### config.mk
export PLATFORM = sky130hd
export DESIGN_NAME = ampo_axis_mode3
export DESIGN_NICKNAME = d
export VERILOG_FILES = /design/src/include/ampo_pkg.sv /design/src/logic/ampo_wb_slave.sv /design/src/logic/ampo_axis_pulse.sv /design/src/logic/ampo_axis_mode3.sv
export SDC_FILE = /design/constraint.sdc
export NUM_CORES = 1
export LEC_CHECK = 0
export BUFFER_PORTS_ARGS = -buffer_cell sky130_fd_sc_hd__buf_2
export CAP_MARGIN = 40
export CELL_PAD_IN_SITES_DETAIL_PLACEMENT = 1
export CELL_PAD_IN_SITES_GLOBAL_PLACEMENT = 1
export CORE_ASPECT_RATIO = 0.8
export CORE_MARGIN = 4
export CORE_UTILIZATION = 40
export CTS_CLUSTER_DIAMETER = 50
export DETAILED_ROUTE_END_ITERATION = 8
export GPL_TIMING_DRIVEN = 0
export PLACE_DENSITY_LB_ADDON = 0.25
export SLEW_MARGIN = 10
export SYNTH_ARGS = -nofsm -noshare
export SYNTH_HDL_FRONTEND = slang
export SYNTH_HIERARCHICAL = 1
export SYNTH_SLANG_ARGS = --single-unit
export TNS_END_PERCENT = 100
### constraint.sdc
create_clock -name clk_i -period 3.46 [get_ports clk_i]
set_input_delay 0.173 -clock clk_i [delete_from_list [all_inputs] [get_ports clk_i]]
set_output_delay 0.173 -clock clk_i [all_outputs]
set_load 0.05 [all_outputs]
### src/include/ampo_pkg.sv
// Shared constants and types for the axis mode 3 pulse output block
package ampo_pkg;
   localparam int          NUM_AXES   = 4;
   localparam int          MODE_W     = 16;
   // Byte addresses of the bus registers
   localparam logic [3:0]  ADDR_AXIS  = 4'h0;
   localparam logic [3:0]  ADDR_MODE3 = 4'h4;
   localparam logic [3:0]  ADDR_STAT  = 4'h8;
   localparam logic [15:0] MODE3_RST  = 16'h0000;
   localparam logic [1:0]  AXIS_RST   = 2'h0;
   // Field positions in axis_mode_register_three
   localparam int          BIT_MANUAL_DECEL = 0;
   localparam int          BIT_ASYM         = 1;
   localparam int          BIT_SCURVE       = 2;
   localparam int          BIT_FMT_LO       = 3;
   localparam int          BIT_FMT_HI       = 4;
   localparam int          BIT_PULSE_POL    = 5;
   localparam int          BIT_DIR_POL      = 6;
   localparam int          BIT_SWAP         = 7;
   // Pulse output formats
   localparam logic [1:0]  FMT_TWO_PULSE = 2'h0;
   localparam logic [1:0]  FMT_STEP_DIR  = 2'h1;
   localparam logic [1:0]  FMT_QUAD4     = 2'h2;
   localparam logic [1:0]  FMT_QUAD2     = 2'h3;
   // Pulse timing in clock cycles
   localparam logic [3:0]  PULSE_HIGH_CYC = 4'h2;
   localparam logic [3:0]  PULSE_LOW_CYC  = 4'h2;
   typedef enum logic [2:0] {
      PS_IDLE = 3'b001,
      PS_HIGH = 3'b010,
      PS_LOW  = 3'b100
   } ampo_pulse_state_type;
endpackage : ampo_pkg

### src/logic/ampo_wb_slave.sv
// Classic Wishbone slave handshake with registered read data
`timescale 1ns/1ns
module ampo_wb_slave
   import ampo_pkg::*;
(
   input  wire logic        clk_i,
   input  wire logic        rst_i,
   input  wire logic        wb_cyc_i,
   input  wire logic        wb_stb_i,
   input  wire logic        wb_we_i,
   input  wire logic [31:0] rdata_i,
   output logic             wb_ack_o,
   output logic [31:0]      wb_dat_o,
   output logic             wr_en_o
);
   logic        ack_reg;
   logic        ack_next;
   logic [31:0] dat_reg;
   logic [31:0] dat_next;

   // Write lands on the edge where the master sees ack
   assign wr_en_o  = wb_cyc_i & wb_stb_i & wb_we_i & ack_reg;
   assign wb_ack_o = ack_reg;
   assign wb_dat_o = dat_reg;

   always_comb begin
      ack_next = wb_cyc_i & wb_stb_i & ~ack_reg;
      dat_next = 32'h0000_0000;
      if (wb_cyc_i && wb_stb_i && !wb_we_i && !ack_reg) begin
         dat_next = rdata_i;
      end
   end

   always_ff @(posedge clk_i) begin
      if (rst_i) begin
         ack_reg <= 1'b0;
         dat_reg <= 32'h0000_0000;
      end else begin
         ack_reg <= ack_next;
         dat_reg <= dat_next;
      end
   end
endmodule : ampo_wb_slave

### src/logic/ampo_axis_pulse.sv
// One axis: step pulse timing and quadrature phase sequencer
`timescale 1ns/1ns
module ampo_axis_pulse
   import ampo_pkg::*;
(
   input  wire logic clk_i,
   input  wire logic rst_i,
   input  wire logic step_i,
   input  wire logic neg_i,
   input  wire logic double_i,
   output logic      pulse_o,
   output logic      phase_a_o,
   output logic      phase_b_o,
   output logic      busy_o
);
   ampo_pulse_state_type state_reg;
   ampo_pulse_state_type state_next;
   logic [3:0]           cnt_reg;
   logic [3:0]           cnt_next;
   logic [1:0]           quad_reg;
   logic [1:0]           quad_next;
   logic                 pulse_reg;
   logic                 pulse_next;
   logic                 neg_reg;
   logic                 neg_next;

   // A leads B for positive motion
   assign phase_a_o = quad_reg[1] ^ quad_reg[0];
   assign phase_b_o = quad_reg[1];
   assign pulse_o   = pulse_reg;
   assign busy_o    = (state_reg != PS_IDLE);

   always_comb begin
      state_next = state_reg;
      cnt_next   = cnt_reg;
      quad_next  = quad_reg;
      pulse_next = pulse_reg;
      neg_next   = neg_reg;
      case (state_reg)
         PS_IDLE: begin
            // Steps during a pulse are dropped; generator must pace them
            if (step_i) begin
               pulse_next = 1'b1;
               neg_next   = neg_i;
               quad_next  = neg_i ? quad_reg - 2'h1 : quad_reg + 2'h1;
               cnt_next   = PULSE_HIGH_CYC - 4'h1;
               state_next = PS_HIGH;
            end
         end
         PS_HIGH: begin
            cnt_next = cnt_reg - 4'h1;
            if (cnt_reg == 4'h0) begin
               pulse_next = 1'b0;
               // Double edge: second quarter of the step halfway through
               if (double_i) begin
                  quad_next = neg_reg ? quad_reg - 2'h1 : quad_reg + 2'h1;
               end
               cnt_next   = PULSE_LOW_CYC - 4'h1;
               state_next = PS_LOW;
            end
         end
         PS_LOW: begin
            cnt_next = cnt_reg - 4'h1;
            if (cnt_reg == 4'h0) begin
               state_next = PS_IDLE;
            end
         end
         default: begin
            state_next = PS_IDLE;
            pulse_next = 1'b0;
         end
      endcase
   end

   always_ff @(posedge clk_i) begin
      if (rst_i) begin
         state_reg <= PS_IDLE;
         cnt_reg   <= 4'h0;
         quad_reg  <= 2'h0;
         pulse_reg <= 1'b0;
         neg_reg   <= 1'b0;
      end else begin
         state_reg <= state_next;
         cnt_reg   <= cnt_next;
         quad_reg  <= quad_next;
         pulse_reg <= pulse_next;
         neg_reg   <= neg_next;
      end
   end
endmodule : ampo_axis_pulse

### src/logic/ampo_axis_mode3.sv
// Per-axis mode register 3 with drive pulse output formatter
// Notes on behaviour
// - Each axis has its own mode register, written through the axis last selected.
// - Bit 0 picks automatic (0) or manual (1) deceleration; manual needs a decel_point.
// - Bit 1 at 0 reuses acceleration rate and jerk for decel, at 1 uses separate ones.
// - Bit 2 picks linear (0) or S-curve (1); jerk_rate must be loaded first.
// - Bits 4:3 pick two-pulse, pulse and direction, quadrature x4 or quadrature x2.
// - Two-pulse format puts plus steps on output 1 and minus steps on output 2.
// - Pulse and direction format puts all steps on output 1 and direction on output 2.
// - Quadrature format puts phase A on output 1 and phase B on output 2.
// - Bit 5 makes drive pulses active high at 0 and active low at 1.
// - Bit 6 at 0 drives direction low for plus and high for minus, at 1 the reverse.
// - Bit 7 swaps the two output pins in every format.
//
// The Wishbone slave port and the placing of the registers were left to the implementer.
`timescale 1ns/1ns
module ampo_axis_mode3
   import ampo_pkg::*;
(
   input  wire logic                clk_i,
   input  wire logic                rst_i,
   input  wire logic [3:0]          wb_adr_i,
   input  wire logic [31:0]         wb_dat_i,
   input  wire logic [3:0]          wb_sel_i,
   input  wire logic                wb_we_i,
   input  wire logic                wb_cyc_i,
   input  wire logic                wb_stb_i,
   output logic [31:0]              wb_dat_o,
   output logic                     wb_ack_o,
   input  wire logic [NUM_AXES-1:0] move_active_i,
   input  wire logic [NUM_AXES-1:0] move_dir_i,
   input  wire logic [NUM_AXES-1:0] step_i,
   output logic [NUM_AXES-1:0]      drive_out1_o,
   output logic [NUM_AXES-1:0]      drive_out2_o,
   output logic [NUM_AXES-1:0]      manual_decel_select_o,
   output logic [NUM_AXES-1:0]      asymmetric_profile_select_o,
   output logic [NUM_AXES-1:0]      scurve_select_o
);
   logic        wr_en;
   logic [31:0] rdata;
   logic [1:0]  axis_reg;
   logic [1:0]  axis_next;
   logic [15:0] mode_reg   [NUM_AXES];
   logic [15:0] mode_next  [NUM_AXES];
   logic        dir_reg    [NUM_AXES];
   logic        dir_next   [NUM_AXES];
   logic        act_reg    [NUM_AXES];
   logic        out1_reg   [NUM_AXES];
   logic        out1_next  [NUM_AXES];
   logic        out2_reg   [NUM_AXES];
   logic        out2_next  [NUM_AXES];
   logic        dir_use    [NUM_AXES];
   logic        pulse_raw  [NUM_AXES];
   logic        phase_a    [NUM_AXES];
   logic        phase_b    [NUM_AXES];
   logic        busy       [NUM_AXES];
   logic [NUM_AXES-1:0] busy_v;
   logic [NUM_AXES-1:0] dir_v;
   logic [NUM_AXES-1:0] fault_v;
   logic        mode_sel;
   logic        axis_sel;

   assign mode_sel = (wb_adr_i[3:2] == ADDR_MODE3[3:2]);
   assign axis_sel = (wb_adr_i[3:2] == ADDR_AXIS[3:2]);

   ampo_wb_slave u_wb (
      .clk_i    (clk_i),
      .rst_i    (rst_i),
      .wb_cyc_i (wb_cyc_i),
      .wb_stb_i (wb_stb_i),
      .wb_we_i  (wb_we_i),
      .rdata_i  (rdata),
      .wb_ack_o (wb_ack_o),
      .wb_dat_o (wb_dat_o),
      .wr_en_o  (wr_en)
   );

   // Stands in for the axis field of the last command or no-op
   always_comb begin
      axis_next = axis_reg;
      if (wr_en && axis_sel && wb_sel_i[0]) begin
         axis_next = wb_dat_i[1:0];
      end
   end

   always_ff @(posedge clk_i) begin
      if (rst_i) begin
         axis_reg <= AXIS_RST;
      end else begin
         axis_reg <= axis_next;
      end
   end

   // Unmapped offsets answer with zero
   always_comb begin
      rdata = 32'h0000_0000;
      if (axis_sel) begin
         rdata[1:0] = axis_reg;
      end else if (mode_sel) begin
         rdata[15:0] = mode_reg[axis_reg];
      end else if (wb_adr_i[3:2] == ADDR_STAT[3:2]) begin
         rdata[3:0]   = busy_v;
         rdata[7:4]   = dir_v;
         rdata[11:8]  = fault_v;
         rdata[13:12] = axis_reg;
      end
   end

   genvar k;
   generate
      for (k = 0; k < NUM_AXES; k++) begin : g_axis
         logic [1:0] fmt;
         logic       pol;
         logic       swap;
         logic       p1;
         logic       p2;

         assign fmt  = mode_reg[k][BIT_FMT_HI:BIT_FMT_LO];
         assign pol  = mode_reg[k][BIT_PULSE_POL];
         assign swap = mode_reg[k][BIT_SWAP];

         // Profile generator reads these directly
         assign manual_decel_select_o[k]       = mode_reg[k][BIT_MANUAL_DECEL];
         assign asymmetric_profile_select_o[k] = mode_reg[k][BIT_ASYM];
         assign scurve_select_o[k]             = mode_reg[k][BIT_SCURVE];
         // Asymmetric S-curve without manual decel cannot stop on target
         assign fault_v[k] = mode_reg[k][BIT_ASYM] & mode_reg[k][BIT_SCURVE]
                           & ~mode_reg[k][BIT_MANUAL_DECEL];
         assign busy_v[k]  = busy[k];
         assign dir_v[k]   = dir_reg[k];
         assign drive_out1_o[k] = out1_reg[k];
         assign drive_out2_o[k] = out2_reg[k];

         // Direction is captured once at move start
         assign dir_use[k] = (move_active_i[k] && !act_reg[k]) ? move_dir_i[k]
                                                                : dir_reg[k];

         ampo_axis_pulse u_pulse (
            .clk_i     (clk_i),
            .rst_i     (rst_i),
            .step_i    (step_i[k] & move_active_i[k]),
            .neg_i     (dir_use[k]),
            .double_i  (fmt == FMT_QUAD2),
            .pulse_o   (pulse_raw[k]),
            .phase_a_o (phase_a[k]),
            .phase_b_o (phase_b[k]),
            .busy_o    (busy[k])
         );

         always_comb begin
            mode_next[k] = mode_reg[k];
            dir_next[k]  = dir_use[k];
            if (wr_en && mode_sel && axis_reg == 2'(k)) begin
               if (wb_sel_i[0]) begin
                  mode_next[k][7:0] = wb_dat_i[7:0];
               end
               if (wb_sel_i[1]) begin
                  mode_next[k][15:8] = wb_dat_i[15:8];
               end
            end
            case (fmt)
               FMT_TWO_PULSE: begin
                  p1 = (pulse_raw[k] & ~dir_reg[k]) ^ pol;
                  p2 = (pulse_raw[k] & dir_reg[k]) ^ pol;
               end
               FMT_STEP_DIR: begin
                  p1 = pulse_raw[k] ^ pol;
                  p2 = dir_reg[k] ^ mode_reg[k][BIT_DIR_POL];
               end
               default: begin
                  p1 = phase_a[k] ^ pol;
                  p2 = phase_b[k] ^ pol;
               end
            endcase
            out1_next[k] = swap ? p2 : p1;
            out2_next[k] = swap ? p1 : p2;
         end

         always_ff @(posedge clk_i) begin
            if (rst_i) begin
               mode_reg[k] <= MODE3_RST;
               dir_reg[k]  <= 1'b0;
               act_reg[k]  <= 1'b0;
               out1_reg[k] <= 1'b0;
               out2_reg[k] <= 1'b0;
            end else begin
               mode_reg[k] <= mode_next[k];
               dir_reg[k]  <= dir_next[k];
               act_reg[k]  <= move_active_i[k];
               out1_reg[k] <= out1_next[k];
               out2_reg[k] <= out2_next[k];
            end
         end
      end
   endgenerate

   // Checks on axis 0 except mode_write_a and asym_hold_a, which cover every axis; other axes are the same generate body
   logic [1:0] fmt0;
   assign fmt0 = mode_reg[0][BIT_FMT_HI:BIT_FMT_LO];
endmodule : ampo_axis_mode3

==> results.cfg <==
[setup_path]
path_class = flop to flop
r2r_slack_ns = 1.32
critical_path_arrival_ns = 2.47
regToRegEndpoint = u_wb/wb_dat_o[9]$_SDFF_PP0_
cp-start-kind = flop
r2r_cells = 6
crit_fanout = 10
crit_path_end_kind = flop
cp_data_required_time_ns = 3.78

[yosys]
yosys_warnings = 6
netlist_area_um2 = 7730
synthDominantCellAreaShare_pct = 41.7
ys_seq_area_share_pct = 41.7
syn_area_per_cell_um2 = 9.30
ys_top_cells_by_count = dfxtp_1 (161), nor2_1 (67), nand2_1 (62), a21oi_1 (56), o21ai_0 (50)
synth-edff-count = 0
synth.most_common_cell = dfxtp_1
async_flop_share_pct = 0
synth_area_leader_cell = dfxtp_1
synth_flop_cell = dfxtp_1
syn_inst = 831
synth_cell_type_count = 60
synthTopCellsByArea = dfxtp_1 (42%), mux2i_1 (6.0%), mux4_2 (4.7%)
ys_ff_latch = 161

[die]
fp.dieArea_um2 = 21600
ios = 110
die_y_um = 132
rows = 45
start_util_pct = 40.7
die_w_um = 163
core-area_um2 = 19000

[sta]
worst_pin_slew_ns = 0.727
rsz0062_at_grt = no
fmax_mhz = 467
fin_crit_ns = 2.14
finalCritPeriodShare_pct = 62.0
fin_tns_setup_ns = 0
drv_slew = 0
finalHoldViolCount = 0
setup-violations-final = 0
slew_headroom_pct = 51.6
skew_ns = 0.00848

[routing]
wl_per_cell_um = 18.1
drc = 0
wirelength_um = 22200
post_drt_via_cell_ratio = 5.26
firstDrtPassIters = 5
drt_iter0_drc = 346
vias = 6460
drtAntennaViolNets = 0

[clocking]
cts_resized = 0
clock-sinks = 161
tritoncts = done
clockRootBuffer = clkbuf_16
cts_buffer_depth = 2
worst_skew_pair.late_latency_ns = 0.43
cts_post_setup_buffers_inserted = 0
htreeDepth = 4
path_clk_slew_ns = 0.07
cts_buffers = 17

[power]
clockPowerShare_pct = 45.5
pwr-share-comb_pct = 7.9
pwr-share-seq_pct = 46.6
switching_share_pct = 26.3
switchingPower_uw = 1080
ir_drop_v = 0.000260
p_int_uw = 3030
leakagePower_uw = 0.00379
power.density_nw_per_um2 = 449

[final_layout]
largest_reg_flops = 64
n_fill_cell = 2241
nets = 1019
instances_no_fill = 1227
drive_gt1_share_pct = 22.4
utilization_pct = 48.2
n_antenna_cell = 0
synthToLayoutAreaGrowth_pct = 18.4

[global_route]
busiest_layer = met2
antenna_found_initial = 2
first_global_vias = 6458
grt_use_met1_pct = 29.2
use_met3_pct = 4.75
grt_max_degree = 19
grt_usage_pct = 20.6
grt_first_pass_wirelength_um = 35300
grtUsageMet2_pct = 32.0
overflow = 0

[place]
place.gp.congestion = 0.807
portBuffers = 88
dp_cells = 1192
hpwl_um = 16200

[min_path]
min_from = wb_dat_i[10]
worstHoldPathCells = 3
hold_class = primary input to flop
min_to = mode_reg[1][10]$_SDFFE_PP0P_

[outcome]
outcome = finished, final reports clean

[flow_run]
drv_cap = 0
-- worst max-delay path, cell delays in order (launching register included) --
cell,delay [ns]
dfxtp_1,0.32
clkbuf_1,0.49
buf_2,0.42
mux4_2,0.42
nand2_1,0.10
o21ai_0,0.12
and3_1,0.17
-- cell usage in the layout (no fill, tap or decap), types with 6 or more instances in the layout --
master	n
mux2i_1	46
o21ai_0	50
nor3_1	21
dfxtp_1	161
xor2_1	12
buf_2	100
a21oi_1	56
nand2_1	62
inv_1	10
and3_1	32
clkbuf_1	24
conb_1	16
or3b_1	8
nor2b_1	34
and2_1	10
nor3b_1	10
o22ai_1	14
or2_2	6
clkbuf_16	17
buf_4	25
a22o_1	8
nand3_1	8
nand3b_1	8
nand2b_1	28
nor2_1	67
mux4_2	16
ha_1	6
xnor2_1	12
-- layer usage --
| metal | up-vias | part of all wire (%) |
|---|---|---|
| li1 | 3143 | - |
| met4 | 4 | 1.4 |
| met3 | 29 | 5.4 |
| met1 | 3155 | 48 |
| met2 | 129 | 45 |
| met5 | - | 0.090 |
-- kinds of logic (layout without fill, tap and decap cells) --
kind of cell	Yosys count	after routing	share of synthesized area, %
other cells	1	16	0.0485
fa+ha+maj	6	6	0.971
buf+inv	79	202	5.57
mux	70	70	11.9
flops	161	161	41.7
simple gates	328	328	24.3
xor+xnor	24	24	2.72
compound gates	162	162	12.8
-- power by group through the flow --
stage / logic, µW / clock network [µW] / registers, µW
3_3_place_gp: 312 / 0 / 1960
6_report: 324 / 1870 / 1910
2_1_floorplan: 205 / 0 / 1960
5_1_grt: 358 / 1990 / 1920
3_5_place_dp: 319 / 0 / 1960
4_1_cts: 324 / 1900 / 1910
-- worst max path at each step --
stage	startpoint	to	slack (ns)	depth (start not counted)
finish	flop	u_wb/wb_dat_o[9]$_SDFF_PP0_	1.32	6
floorplan	g_axis[0].u_pulse/cnt_reg[0]$_SDFFE_PP0P_	g_axis[0].u_pulse/quad_reg[1]$_SDFFE_PP0P_	1.50	6
global placement	rst_i	axis_reg[0]$_SDFFE_PP0P_	1.16	5
CTS	g_axis[1].u_pulse/cnt_reg[0]$_SDFFE_PP0P_	g_axis[1].u_pulse/quad_reg[1]$_SDFFE_PP0P_	1.35	6
global route	g_axis[1].u_pulse/cnt_reg[0]$_SDFFE_PP0P_	g_axis[1].u_pulse/quad_reg[1]$_SDFFE_PP0P_	1.21	6
detailed placement	rst_i	flop	1.06	5
-- timing repair --
item | CTS | global route
endpoints found under the hold margin | 3 | 0
setup endpoints to repair | 0 | 0
hold buffers | 3 | 0
-- final cells by class --
type / instances / area (µm²) / share of cell area (%)
multi-input cells: 606 / 4130 / 45.1
flip-flops and latches: 161 / 3220 / 35.2
repair buffers: 91 / 470 / 5.14
clock buffers: 17 / 425 / 4.65
plain buffers: 69 / 393 / 4.29
well taps: 258 / 323 / 3.53
clock inverters: 15 / 148 / 1.61
inverters: 10 / 37.5 / 0.410
-- metrics by stage --
step / total power, µW / worst slack, ns / hold slack [ns] / cell area (µm²)
6_report: 4100 / 1.32 / 0.0222 / 9150
5_1_grt: 4260 / 1.21 / 0.0212 / 9150
4_1_cts: 4140 / 1.35 / 0.0137 / 9150
3_5_place_dp: 2280 / 1.06 / 0.419 / 8550
3_3_place_gp: 2270 / 1.16 / 0.410 / 8550
2_1_floorplan: 2160 / 1.50 / 0.301 / 7780
Power figures use the tool's default switching activity.
